File: src/trm_pkg.sv
// Register map, field positions and timing constants for the test/reset/monitor register bank
package trm_pkg;
    // Register indices; byte address is four times the index
    localparam logic [4:0] IDX_CTRL     = 5'h00;
    localparam logic [4:0] IDX_STAT     = 5'h01;
    localparam logic [4:0] IDX_CMDPTR   = 5'h02;
    localparam logic [4:0] IDX_POLL     = 5'h03;
    localparam logic [4:0] IDX_BITRES   = 5'h04;
    localparam logic [4:0] IDX_CURCMD   = 5'h05;
    localparam logic [4:0] IDX_ILOGPTR  = 5'h06;
    localparam logic [4:0] IDX_UIEN     = 5'h07;
    localparam logic [4:0] IDX_UIFLG    = 5'h08;
    localparam logic [4:0] IDX_RTADDR   = 5'h0a;
    localparam logic [4:0] IDX_BITSTART = 5'h0b;
    localparam logic [4:0] IDX_PRST     = 5'h0c;
    localparam logic [4:0] IDX_TTRST    = 5'h0d;
    localparam logic [4:0] IDX_MODE     = 5'h0e;
    localparam logic [4:0] IDX_RSVD     = 5'h0f;
    localparam logic [4:0] IDX_MONLO    = 5'h10;
    localparam logic [4:0] IDX_MONHI    = 5'h11;
    localparam logic [4:0] IDX_TTVAL    = 5'h12;

    // Field positions
    localparam int CTRL_SEL_BIT      = 10;
    localparam int STAT_TEST_BIT     = 15;
    localparam int STAT_BIT_BIT      = 9;
    localparam int STAT_RESET_BIT    = 8;
    localparam int STAT_SEL_BIT      = 7;
    localparam int RES_PRI_BIT       = 14;
    localparam int RES_SEC_BIT       = 15;
    localparam int MODE_MON_BIT      = 15;
    localparam int MODE_ALL_BIT      = 14;
    localparam int MODE_DECL_BIT     = 13;
    localparam logic [15:0] MODE_MASK = 16'he000;
    localparam logic [15:0] CTRL_MASK = 16'h1fff;
    localparam logic [15:0] UIEN_MASK = 16'h01ff;

    // Reset values
    localparam logic [15:0] REG_RST  = 16'h0000;
    localparam logic [7:0]  TT_RST   = 8'h00;

    // AXI responses
    localparam logic [1:0] RESP_OKAY   = 2'b00;
    localparam logic [1:0] RESP_SLVERR = 2'b10;

    // Timing
    localparam int CLK_MHZ       = 100;
    localparam int BIT_TIME_US   = 100;
    localparam int BIT_CYCLES    = BIT_TIME_US * CLK_MHZ;
    localparam int PRST_TIME_NS  = 1000;
    localparam int CLK_NS        = 10;
    localparam int PRST_CYCLES   = PRST_TIME_NS / CLK_NS - 1;
    localparam int TICK_TIME_US  = 64;
    localparam int TICK_CYCLES   = TICK_TIME_US * CLK_MHZ;

    typedef enum logic [2:0] {
        TRM_IDLE = 3'b001,
        TRM_PRST = 3'b010,
        TRM_TEST = 3'b100
    } trm_state_t;
endpackage

File: src/trm_regs.sv
// Test, reset and monitor register bank of a redundant serial bus terminal, AXI4-Lite slave
// Function
// - Any write to self-test start while idle (no test or programmed reset running) runs built-in test for 100 us.
// - Status register shows self-test in progress while it runs.
// - Test failure shows in result register and terminal-fail pin.
// - Loopback into both decoders; bit 14 primary fail, bit 15 secondary.
// - Terminal ignores bus commands while the self-test runs.
// - Any write to programmed reset while idle (no test or programmed reset running) resets codec/protocol in under 1 us.
// - Programmed reset halts command processing, keeps registers intact.
// - Any write to timer reset clears time tag, counting resumes at once.
// - Eight-bit free-running time tag advances every 64 us.
// - Mode bit 15 enables monitor only when control bit 10 is zero.
// - Mode bit 14 monitors all terminal addresses.
// - Mode bit 13 monitors declared terminals; host sets 14 or 13.
// - Low filter bit n enables terminal address n, 0 to 15.
// - High filter bit n enables terminal address n+16.
// - Filter bits are independent; any combination may be monitored.
// - Terminal address captured from pins at master reset; software may overwrite.
`timescale 1ns/1ps
module trm_regs #(
    parameter int BIT_CYC  = trm_pkg::BIT_CYCLES,   // Self-test length in cycles
    parameter int TICK_CYC = trm_pkg::TICK_CYCLES   // Time-tag period in cycles
) (
    input  wire logic        mclk_i,               // 100 MHz clock
    input  wire logic        rst_n_i,              // Master reset, async, active low
    input  wire logic [7:0]  s_axi_awaddr_i,       // Write address
    input  wire logic        s_axi_awvalid_i,      // Write address valid
    output logic             s_axi_awready_o,      // Write address ready
    input  wire logic [31:0] s_axi_wdata_i,        // Write data
    input  wire logic [3:0]  s_axi_wstrb_i,        // Write strobes
    input  wire logic        s_axi_wvalid_i,       // Write data valid
    output logic             s_axi_wready_o,       // Write data ready
    output logic [1:0]       s_axi_bresp_o,        // Write response
    output logic             s_axi_bvalid_o,       // Write response valid
    input  wire logic        s_axi_bready_i,       // Write response ready
    input  wire logic [7:0]  s_axi_araddr_i,       // Read address
    input  wire logic        s_axi_arvalid_i,      // Read address valid
    output logic             s_axi_arready_o,      // Read address ready
    output logic [31:0]      s_axi_rdata_o,        // Read data
    output logic [1:0]       s_axi_rresp_o,        // Read response
    output logic             s_axi_rvalid_o,       // Read data valid
    input  wire logic        s_axi_rready_i,       // Read data ready
    input  wire logic [4:0]  terminal_address_inputs_i, // Address pins, async
    input  wire logic        primary_channel_fail_i,    // Loopback mismatch on primary decoder
    input  wire logic        secondary_channel_fail_i,  // Loopback mismatch on secondary decoder
    input  wire logic        bus_command_i,        // Command strobe from decoder, same clock
    output logic             terminal_fail_out_o,  // Self-test failed
    output logic             loopback_en_o,        // Encoder wrapped into both decoders
    output logic             codec_reset_o,        // Codec/protocol reset, active high
    output logic             cmd_accept_o,         // Command accepted by terminal
    output logic             cmd_halt_o,           // Command processing halted
    output logic             monitor_en_o,         // Monitor mode active
    output logic [31:0]      monitor_sel_o,        // Per-address monitor enables
    output logic [4:0]       terminal_address_o,   // Current terminal address
    output logic [7:0]       time_tag_o            // Time-tag value
);

    // ------------------------------------------------------------
    // Functions
    // ------------------------------------------------------------
    function automatic logic [4:0] reg_idx(input logic [7:0] a);
        reg_idx = a[6:2];
    endfunction

    function automatic logic mapped(input logic [4:0] i);
        mapped = (i <= trm_pkg::IDX_TTVAL) && (i != 5'h09) && (i != trm_pkg::IDX_RSVD);
    endfunction

    function automatic logic [15:0] lane_merge(input logic [15:0] old, input logic [15:0] d,
                                               input logic [1:0] en, input logic [15:0] msk);
        lane_merge[7:0]  = en[0] ? (d[7:0] & msk[7:0]) : old[7:0];
        lane_merge[15:8] = en[1] ? (d[15:8] & msk[15:8]) : old[15:8];
    endfunction

    // ------------------------------------------------------------
    // Input synchronisers
    // ------------------------------------------------------------
    logic [4:0] addr_s1, addr_s2;
    logic       sync_done;

    // No reset, so the pins are already through both stages when reset lifts
    always_ff @(posedge mclk_i) begin
        addr_s1 <= terminal_address_inputs_i;
        addr_s2 <= addr_s1;
    end

    // ------------------------------------------------------------
    // Bus slave state and registers
    // ------------------------------------------------------------
    logic        aw_held, w_held, aw_rdy, w_rdy, bvalid, arready, rvalid;
    logic [4:0]  aw_idx;
    logic [31:0] wdata;
    logic [3:0]  wstrb;
    logic [1:0]  bresp, rresp;
    logic [31:0] rdata;
    logic [15:0] ctrl, cmdptr, poll, ilogptr, uien, mode, monlo, monhi;
    logic [4:0]  rtaddr;
    logic [15:0] bitres;
    logic        tfail;

    logic        next_aw_held, next_w_held, next_aw_rdy, next_w_rdy, next_bvalid, next_arready, next_rvalid;
    logic [4:0]  next_aw_idx;
    logic [31:0] next_wdata, next_rdata;
    logic [3:0]  next_wstrb;
    logic [1:0]  next_bresp, next_rresp;
    logic [15:0] next_ctrl, next_cmdptr, next_poll, next_ilogptr, next_uien, next_mode;
    logic [15:0] next_monlo, next_monhi;
    logic [4:0]  next_rtaddr;
    logic        next_sync_done;
    logic        wr_go;
    logic        bit_start_wr, prst_wr, ttrst_wr;

    // Engine state, read by the register logic
    trm_pkg::trm_state_t state, next_state;
    logic [13:0] cnt, next_cnt;
    logic [12:0] tick, next_tick;
    logic [7:0]  ttag, next_ttag;
    logic        halt, next_halt;
    logic        pfail, sfail, next_pfail, next_sfail;
    logic [15:0] next_bitres;
    logic        next_tfail;

    always_comb begin
        next_aw_held = aw_held;
        next_w_held  = w_held;
        next_aw_idx  = aw_idx;
        next_wdata   = wdata;
        next_wstrb   = wstrb;
        next_bvalid  = bvalid;
        next_bresp   = bresp;
        next_arready = 1'b0;
        next_rvalid  = rvalid;
        next_rdata   = rdata;
        next_rresp   = rresp;
        next_ctrl    = ctrl;
        next_cmdptr  = cmdptr;
        next_poll    = poll;
        next_ilogptr = ilogptr;
        next_uien    = uien;
        next_mode    = mode;
        next_monlo   = monlo;
        next_monhi   = monhi;
        next_rtaddr  = rtaddr;
        next_sync_done = 1'b1;
        bit_start_wr = 1'b0;
        prst_wr      = 1'b0;
        ttrst_wr     = 1'b0;
        if (s_axi_awvalid_i && aw_rdy) begin
            next_aw_held = 1'b1;
            next_aw_idx  = reg_idx(s_axi_awaddr_i);
        end
        if (s_axi_wvalid_i && w_rdy) begin
            next_w_held = 1'b1;
            next_wdata  = s_axi_wdata_i;
            next_wstrb  = s_axi_wstrb_i;
        end
        wr_go = aw_held && w_held && !bvalid;
        if (wr_go) begin
            next_aw_held = 1'b0;
            next_w_held  = 1'b0;
            next_bvalid  = 1'b1;
            next_bresp   = mapped(aw_idx) ? trm_pkg::RESP_OKAY : trm_pkg::RESP_SLVERR;
            case (aw_idx)
                trm_pkg::IDX_CTRL:    next_ctrl    = lane_merge(ctrl, wdata[15:0], wstrb[1:0], trm_pkg::CTRL_MASK);
                trm_pkg::IDX_CMDPTR:  next_cmdptr  = lane_merge(cmdptr, wdata[15:0], wstrb[1:0], 16'hffff);
                trm_pkg::IDX_POLL:    next_poll    = lane_merge(poll, wdata[15:0], wstrb[1:0], 16'hffff);
                trm_pkg::IDX_ILOGPTR: next_ilogptr = lane_merge(ilogptr, wdata[15:0], wstrb[1:0], 16'hffff);
                trm_pkg::IDX_UIEN:    next_uien    = lane_merge(uien, wdata[15:0], wstrb[1:0], trm_pkg::UIEN_MASK);
                trm_pkg::IDX_RTADDR: if (wstrb[0]) next_rtaddr = wdata[4:0];
                trm_pkg::IDX_BITSTART: bit_start_wr = 1'b1;
                trm_pkg::IDX_PRST: prst_wr = 1'b1;
                trm_pkg::IDX_TTRST: ttrst_wr = 1'b1;
                trm_pkg::IDX_MODE:    next_mode    = lane_merge(mode, wdata[15:0], wstrb[1:0], trm_pkg::MODE_MASK);
                trm_pkg::IDX_MONLO:   next_monlo   = lane_merge(monlo, wdata[15:0], wstrb[1:0], 16'hffff);
                trm_pkg::IDX_MONHI:   next_monhi   = lane_merge(monhi, wdata[15:0], wstrb[1:0], 16'hffff);
                default: ;
            endcase
        end
        if (bvalid && s_axi_bready_i) next_bvalid = 1'b0;
        // capture address pins after master reset release
        if (!sync_done) next_rtaddr = addr_s2;
        if (s_axi_arvalid_i && !arready && !rvalid) begin
            next_arready = 1'b1;
            next_rvalid  = 1'b1;
            next_rresp   = mapped(reg_idx(s_axi_araddr_i)) ? trm_pkg::RESP_OKAY : trm_pkg::RESP_SLVERR;
            next_rdata   = 32'h0000_0000;
            case (reg_idx(s_axi_araddr_i))
                trm_pkg::IDX_CTRL:    next_rdata[15:0] = ctrl;
                trm_pkg::IDX_STAT: begin
                    next_rdata[trm_pkg::STAT_TEST_BIT]  = (state == trm_pkg::TRM_TEST);
                    next_rdata[trm_pkg::STAT_BIT_BIT]   = tfail;
                    next_rdata[trm_pkg::STAT_RESET_BIT] = (state == trm_pkg::TRM_PRST);
                    next_rdata[trm_pkg::STAT_SEL_BIT]   = ctrl[trm_pkg::CTRL_SEL_BIT];
                end
                trm_pkg::IDX_CMDPTR:  next_rdata[15:0] = cmdptr;
                trm_pkg::IDX_POLL:    next_rdata[15:0] = poll;
                trm_pkg::IDX_BITRES:  next_rdata[15:0] = bitres;
                trm_pkg::IDX_ILOGPTR: next_rdata[15:0] = ilogptr;
                trm_pkg::IDX_UIEN:    next_rdata[15:0] = uien;
                trm_pkg::IDX_RTADDR:  next_rdata[4:0]  = rtaddr;
                trm_pkg::IDX_MODE:    next_rdata[15:0] = mode;
                trm_pkg::IDX_MONLO:   next_rdata[15:0] = monlo;
                trm_pkg::IDX_MONHI:   next_rdata[15:0] = monhi;
                trm_pkg::IDX_TTVAL:   next_rdata[7:0]  = ttag;
                default: ;
            endcase
        end
        if (rvalid && s_axi_rready_i) next_rvalid = 1'b0;
        next_aw_rdy = !next_aw_held;
        next_w_rdy  = !next_w_held;
    end

    always_ff @(posedge mclk_i or negedge rst_n_i) begin
        if (!rst_n_i) begin
            aw_held <= 1'b0;
            aw_rdy  <= 1'b0;
            w_rdy   <= 1'b0;
            w_held  <= 1'b0;
            aw_idx  <= 5'h00;
            wdata   <= 32'h0000_0000;
            wstrb   <= 4'h0;
            bvalid  <= 1'b0;
            bresp   <= trm_pkg::RESP_OKAY;
            arready <= 1'b0;
            rvalid  <= 1'b0;
            rdata   <= 32'h0000_0000;
            rresp   <= trm_pkg::RESP_OKAY;
            ctrl    <= trm_pkg::REG_RST;
            cmdptr  <= trm_pkg::REG_RST;
            poll    <= trm_pkg::REG_RST;
            ilogptr <= trm_pkg::REG_RST;
            uien    <= trm_pkg::REG_RST;
            mode    <= trm_pkg::REG_RST;
            monlo   <= trm_pkg::REG_RST;
            monhi   <= trm_pkg::REG_RST;
            rtaddr  <= 5'h00;
            sync_done <= 1'b0;
        end else begin
            aw_held <= next_aw_held;
            aw_rdy  <= next_aw_rdy;
            w_rdy   <= next_w_rdy;
            w_held  <= next_w_held;
            aw_idx  <= next_aw_idx;
            wdata   <= next_wdata;
            wstrb   <= next_wstrb;
            bvalid  <= next_bvalid;
            bresp   <= next_bresp;
            arready <= next_arready;
            rvalid  <= next_rvalid;
            rdata   <= next_rdata;
            rresp   <= next_rresp;
            ctrl    <= next_ctrl;
            cmdptr  <= next_cmdptr;
            poll    <= next_poll;
            ilogptr <= next_ilogptr;
            uien    <= next_uien;
            mode    <= next_mode;
            monlo   <= next_monlo;
            monhi   <= next_monhi;
            rtaddr  <= next_rtaddr;
            sync_done <= next_sync_done;
        end
    end

    // ------------------------------------------------------------
    // Self-test, programmed reset and time tag
    // ------------------------------------------------------------
    always_comb begin
        next_state  = state;
        next_cnt    = cnt;
        next_halt   = halt;
        next_pfail  = pfail;
        next_sfail  = sfail;
        next_bitres = bitres;
        next_tfail  = tfail;
        next_tick   = tick + 13'h0001;
        next_ttag   = ttag;
        case (state)
            trm_pkg::TRM_IDLE: begin
                if (prst_wr) begin
                    next_state = trm_pkg::TRM_PRST;
                    next_cnt   = 14'h0000;
                end else if (bit_start_wr) begin
                    // Test loops over both channels; earlier result is discarded
                    next_state = trm_pkg::TRM_TEST;
                    next_cnt   = 14'h0000;
                    next_pfail = 1'b0;
                    next_sfail = 1'b0;
                end
            end
            // reset pulse shorter than 1 us
            trm_pkg::TRM_PRST: begin
                next_cnt = cnt + 14'h0001;
                next_halt = 1'b1;
                if (cnt == 14'(trm_pkg::PRST_CYCLES - 1)) next_state = trm_pkg::TRM_IDLE;
            end
            trm_pkg::TRM_TEST: begin
                next_cnt = cnt + 14'h0001;
                if (primary_channel_fail_i)   next_pfail = 1'b1;
                if (secondary_channel_fail_i) next_sfail = 1'b1;
                if (cnt == 14'(BIT_CYC - 1)) begin
                    next_state = trm_pkg::TRM_IDLE;
                    next_bitres = trm_pkg::REG_RST;
                    next_bitres[trm_pkg::RES_PRI_BIT] = next_pfail;
                    next_bitres[trm_pkg::RES_SEC_BIT] = next_sfail;
                    next_tfail = next_pfail | next_sfail;
                end
            end
            default: next_state = trm_pkg::TRM_IDLE;
        endcase
        if (ttrst_wr) begin
            next_tick = 13'h0000;
            next_ttag = trm_pkg::TT_RST;
        end else if (tick == 13'(TICK_CYC - 1)) begin
            next_tick = 13'h0000;
            next_ttag = ttag + 8'h01;
        end
    end

    always_ff @(posedge mclk_i or negedge rst_n_i) begin
        if (!rst_n_i) begin
            state  <= trm_pkg::TRM_IDLE;
            cnt    <= 14'h0000;
            halt   <= 1'b0;
            pfail  <= 1'b0;
            sfail  <= 1'b0;
            bitres <= trm_pkg::REG_RST;
            tfail  <= 1'b0;
            tick   <= 13'h0000;
            ttag   <= trm_pkg::TT_RST;
        end else begin
            state  <= next_state;
            cnt    <= next_cnt;
            halt   <= next_halt;
            pfail  <= next_pfail;
            sfail  <= next_sfail;
            bitres <= next_bitres;
            tfail  <= next_tfail;
            tick   <= next_tick;
            ttag   <= next_ttag;
        end
    end

    // ------------------------------------------------------------
    // Registered outputs
    // ------------------------------------------------------------
    always_ff @(posedge mclk_i or negedge rst_n_i) begin
        if (!rst_n_i) begin
            loopback_en_o <= 1'b0;
            codec_reset_o <= 1'b0;
            cmd_accept_o  <= 1'b0;
            monitor_en_o  <= 1'b0;
            monitor_sel_o <= 32'h0000_0000;
        end else begin
            loopback_en_o <= (next_state == trm_pkg::TRM_TEST);
            codec_reset_o <= (next_state == trm_pkg::TRM_PRST);
            cmd_accept_o  <= bus_command_i && !ctrl[trm_pkg::CTRL_SEL_BIT] && !halt && (state != trm_pkg::TRM_TEST);
            monitor_en_o  <= mode[trm_pkg::MODE_MON_BIT] && !ctrl[trm_pkg::CTRL_SEL_BIT];
            // all; declared; low filter 0..15, high filter 16..31
            monitor_sel_o <= mode[trm_pkg::MODE_ALL_BIT] ? 32'hffff_ffff :
                             (mode[trm_pkg::MODE_DECL_BIT] ? {monhi, monlo} : 32'h0000_0000);
        end
    end

    assign cmd_halt_o          = halt;
    assign terminal_fail_out_o = tfail;
    assign terminal_address_o  = rtaddr;
    assign time_tag_o          = ttag;
    assign s_axi_awready_o     = aw_rdy;
    assign s_axi_wready_o      = w_rdy;
    assign s_axi_bvalid_o      = bvalid;
    assign s_axi_bresp_o       = bresp;
    assign s_axi_arready_o     = arready;
    assign s_axi_rvalid_o      = rvalid;
    assign s_axi_rdata_o       = rdata;
    assign s_axi_rresp_o       = rresp;

endmodule

File: config.mk
export PLATFORM = sky130hd
export DESIGN_NAME = trm_regs
export DESIGN_NICKNAME = d
export VERILOG_FILES = /design/src/trm_pkg.sv /design/src/trm_regs.sv
export SDC_FILE = /design/constraint.sdc
export NUM_CORES = 1
export LEC_CHECK = 0
export ABC_AREA = 1
export BUFFER_PORTS_ARGS = -buffer_cell sky130_fd_sc_hd__buf_2
export CAP_MARGIN = 30
export CORE_MARGIN = 10
export CORE_UTILIZATION = 25
export DETAILED_ROUTE_END_ITERATION = 16
export GPL_TIMING_DRIVEN = 0
export HOLD_SLACK_MARGIN = 0.12
export PLACE_DENSITY = 0.41
export SYNTH_ARGS = -nofsm -noshare
export SYNTH_HDL_FRONTEND = slang
export SYNTH_SLANG_ARGS = --single-unit
File: constraint.sdc
create_clock -name mclk_i -period 1.65 [get_ports mclk_i]
set_input_delay 0.33 -clock mclk_i [delete_from_list [all_inputs] [get_ports mclk_i]]
set_output_delay 0.33 -clock mclk_i [all_outputs]
set_load 0.005 [all_outputs]
Word-level counts from Yosys, hierarchy flattened
Index checks and enable logic that the tools add are counted.
- flip-flop bits (word level): 251
- input bits: 67
- output and inout bits: 92
- logic and storage cells: 192
- add/sub/neg operators: 3
- order comparisons: 2
- equality and inequality tests: 41
- multiplexer cells: 49
- bitwise operators: 1
- reduce and logical (&&, ||, !) cells: 50
- operators by type and width (kind ; count):
    two-way mux 32 bit ; 2
    AND reduction 3 bit ; 17
    one-hot mux 5 bit (9 select lines) ; 1
    one-hot mux 5 bit (8 select lines) ; 1
    == test 5 x 4 -> 1 bit, second input constant ; 7
    one-hot mux 2 bit (8 select lines) ; 2
    two-way mux 14 bit ; 2
    one-hot mux 14 bit (2 select lines) ; 1
    two-way mux 13 bit ; 2
    == test 5 x 3 -> 1 bit, second input constant ; 5
    == test 5 bit, second input constant ; 5
    two-way mux 1 bit ; 21
    == test 5 x 2 -> 1 bit, second input constant ; 4
    two-way mux 5 bit ; 4
    inequality test 5 x 4 -> 1 bit, second input constant ; 4
    logical AND 1 bit ; 16
    two-way mux 8 bit ; 2
    adder 14 x 1 -> 14 bit, second input constant ; 1
    == test 14 bit, second input constant ; 1
    == test 14 x 7 -> 1 bit, second input constant ; 1
    adder 13 x 1 -> 13 bit, second input constant ; 1
    == test 13 bit, second input constant ; 1
    two-way mux 3 bit ; 4
    <= comparator 5 bit, second input constant ; 2
    19 further kinds ; 39

Longest topological paths before layout
- depth in word-level cells: 7
- depth in mapped cells: 10
- gate-level depth less buffers: 9

Worst setup path before layout
Ideal clock, no wire load.
- path type: register -> register
- start point: register cnt[1]
- end point: register tfail (netlist: terminal_fail_out_o)
- setup time: 66 ps
- data arrival time: 1401 ps
- required time: 1584 ps
- slack: 182 ps
- stages on the path, launching flop included: 6
- buffers on the path: 0
- clock period less this slack: 1468 ps
- cells stage by stage: dfrtp_1 ha_1 nand3_1 nor4_1 o21ai_0 nand2_1
- longest elaborated chain between the ends: 2
- ends and longest elaborated chain (item ; RTL line ; source):
    from (decl) ; trm_regs.sv:115 ; logic [13:0] cnt, next_cnt;
    from (signal assigned) ; trm_regs.sv:333 ; cnt <= next_cnt;
    == test 14 bit ; trm_regs.sv:301 ; if (cnt == 14'(BIT_CYC - 1)) begin
    AND reduction 2 bit (no line) ; n/a ;
    to (signal assigned) ; trm_regs.sv:338 ; tfail <= next_tfail;
    to (decl) ; trm_regs.sv:99 ; logic tfail;
Every way passes these cells.
A chain may end at the register's enable or synchronous reset.

Worst setup path in the final report
- start point: register ttag[4] (netlist: time_tag_o[4])
- end point: output port time_tag_o[4]
- RTL lines (item ; RTL line ; source):
    from (decl) ; trm_regs.sv:117 ; logic [7:0] ttag, next_ttag;
    from (signal assigned) ; trm_regs.sv:330 ; ttag <= trm_pkg::TT_RST;
    from (signal assigned) ; trm_regs.sv:340 ; ttag <= next_ttag;
    to (decl) ; trm_regs.sv:55 ; output logic [7:0] time_tag_o
No word-level cell between the ends.

==> results.md <==
* Fin Hold WS at 0.191 ns
* Period utilization at 0.940
* Initial antenna violation count at 0
* Nets@finish at 1602
* Leak at 0.00707 µW
* Critical path endpoint category: output port
* Synth unique cells at 41
* Internal Power at 12700 µW
* Fin crit period at 1.55 ns
* Iter 0 DRT Violations at 748
* Multi-input logic area at 4420 µm²
* CP Launch Type: flop
* Part of the power in registers at 0.448
* Overflow after GRT at 0
* Seq cells post-synth at 249
* WP buf/inv at 1
* TritonCTS buffer count at 30
* Setup CP Type: flop to output port
* ANT nets after route at 0
* Worst-path cell with the longest stage delay: dfrtp_1
* Synth warn at 0
* Outcome: completed
* # Max-Cap Violations at 0
* Cells after Synth at 1316
* Clock Latency Late Sink at 0.56 ns
* Reg clk slew, reported paths at 0.06 ns
* Unrepaired setup endpoints after global routing: true
* CTS Buffer Depth at 3
* Combinational Power Share at 0.225
* Hold Crit Class: input pin to flop
* Switching Fraction at 0.331
* Max incr delay on CP at 0.49 ns
* Most frequent cells in the layout: nand2_1 (428), dfrtp_1 (233), o21ai_0 (144)
* Pwr dens at 1340 nW/µm²
* Clock sinks at 249
* Total power at 19000 µW
* Slew Viols, Final at 0
* Drt drc at 0
* Rel. slew slack at 0.461
* Largest net degree at the start of global routing at 107
* Routed WL at 35.2 mm
* Synth Cell Area at 11000 µm²
* Clock skew at 0.0172 ns
* Slew @ Worst Pin at 0.806 ns
* DP HPWL at 26.3 mm
* Max IR drop VDD at 854 µV
* Seq. cell area at 6190 µm²
* CP required at 1.32 ns
* Drt wl/cell at 16.5 µm
* Net switching component of the power at 6290 µW
* DR vias at 9224
* DIE AREA at 52900 µm²
* Post-synthesis sequential area ratio at 0.560
* Buffers on Ports at 115
* # fillers at 4653
* Crit path max fanout at 8
* Delay-heaviest family, CP: flip-flops
* Setup slack, reg-to-reg at 0.11 ns
* WP data arrival at 1.22 ns
* Place WS at -0.376 ns
* Fin Setup TNS at 0 ns
* Final Util at 0.326
* First-pass iteration count of the detailed router at 7
* Area growth from synthesis to layout at 28.1%
* Setup violators final at 0
* CP cell instances: buf_2
* CTS tree: built
* First-pass GRT wire length at 55.7 mm
* Antenna Cells at 0
* Core area at 43400 µm²
* # IOs at 159
* GPL Wtd Cong at 0.845
* Worst setup margin at 0.0993 ns
* Starting Density at 0.254
* CTS Root Cell: clkbuf_16
* Avg Cell Area, Syn at 8.38 µm²
* Overall die height at 230 µm
* CTS H-tree depth at 1
* Rows at 76
* Final hold viol count at 0
* Die width at 230 µm
* All-Layer GR Usage at 0.131
* Peak Freq at 0.645 GHz
* Vias in the first global route at 9198
* Clk network pwr share at 0.327
* Layout cell share with drive strength beyond 1 at 0.190
* Vias per std cell at 4.32
* Commonest non-fill, non-tap cell in the layout: nand2_1
-- Yosys cell counts --
master,instances,area (µm²)
nor2_1,97,364
buf_2,13,65.1
buf_1,3,11.3
o21ai_1,26,130
a21o_1,1,7.51
nor3_1,13,65.1
nand2_4,1,11.3
buf_6,1,11.3
o22ai_1,2,12.5
nor3_2,5,50.1
nor4_1,2,12.5
nand3_2,3,30.0
mux2i_1,5,50.1
nand4_1,43,269
inv_1,102,383
conb_1,2,7.51
nand2_2,3,18.8
nand3_1,59,295
buf_4,22,165
a31oi_1,1,6.26
nand4_2,1,12.5
xor2_1,5,43.8
clkinv_2,1,5.00
dfrtp_1,238,5960
clkinv_1,3,11.3
or2_2,4,25.0
o21ai_0,145,726
a21oi_1,12,60.1
nand3b_1,2,15.0
dfstp_2,1,26.3
nand2_1,447,1680
nor2_4,8,90.1
nor3b_1,3,22.5
ha_1,4,50.1
o211ai_1,3,22.5
a2bb2oi_1,1,8.76
nand3_4,1,17.5
inv_2,5,18.8
nor2_2,5,31.3
dfxtp_1,10,200
clkbuf_1,13,48.8
-- power groups by stage --
| stage | clock network, µW | registers, µW | logic, µW |
|---|---|---|---|
| floorplan | 0 | 8370 | 2190 |
| global route | 6680 | 8700 | 4920 |
| detailed placement | 0 | 8560 | 3840 |
| CTS | 6430 | 8470 | 4020 |
| global placement | 0 | 8550 | 3770 |
| finish | 6210 | 8510 | 4270 |
-- metal layers --
metal  routed length [µm]  GRT usage  vias up
met2                15800      0.206      210
met4                  659     0.0269        0
li1                     -          -     4656
met1                17400      0.186     4318
met3                 1440     0.0220       40
met5                    0          0        -
-- state kept, by name, indices dropped and copies added (netlist names), 8 cells and up --
name	cells
monitor_sel_o	32
cmdptr	16
ilogptr	16
monhi	16
monlo	16
poll	16
s_axi_rdata_o	16
wdata	16
cnt	14
ctrl	13
tick	13
uien	9
time_tag_o	8
-- area by class of cell --
cell class	count	share of cell area
timing repair buffer	171	0.0825
buffer	47	0.0219
tap	585	0.0518
multi-input combinational	921	0.313
inverter	111	0.0297
clock buffer	45	0.0593
clock inverter	7	0.00443
sequential	249	0.438
-- path summary, 6_finish.rpt --
check	startpoint	to	depth (start not counted)
worst min-delay path	s_axi_awvalid_i	aw_idx[4]	4
worst min register to register	addr_s1[0]	addr_s2[0]	0
min in group asynchronous	rst_n_i	monitor_sel_o[2]	2
max in group asynchronous	rst_n_i	cnt[0]	3
worst max-delay path	time_tag_o[4]	time_tag_o[4]	1
worst max register to register	aw_idx[4]	cnt[10]	7
-- per-stage QoR --
stage,instances,cell area [µm²]
floorplan,1333,11100
global placement,2033,12400
detailed placement,2035,12500
CTS,2124,13800
global route,2136,14100
finish,2136,14100
-- logic make-up (layout without fill, tap and decap cells) --
family          after synthesis  in the layout  synth area share
simple gates                697            697             0.273
xor+xnor                      5              5           0.00397
fa+ha+maj                     4              4           0.00454
compound gates              191            191            0.0882
mux                           5              5           0.00454
buf+inv                     163            381            0.0652
flops                       249            249             0.560
other cells                   2             19          0.000681
-- repair_timing --
item                       in CTS  in global routing
cloned                          0                  0
hold buffers                   35                  0
setup endpoints to repair     135                133
pin swaps                       4                  8
resized for setup              26                 61
hold endpoints to repair       91                  0
setup buffers                   5                 14
(Power assumes the default switching activity.)
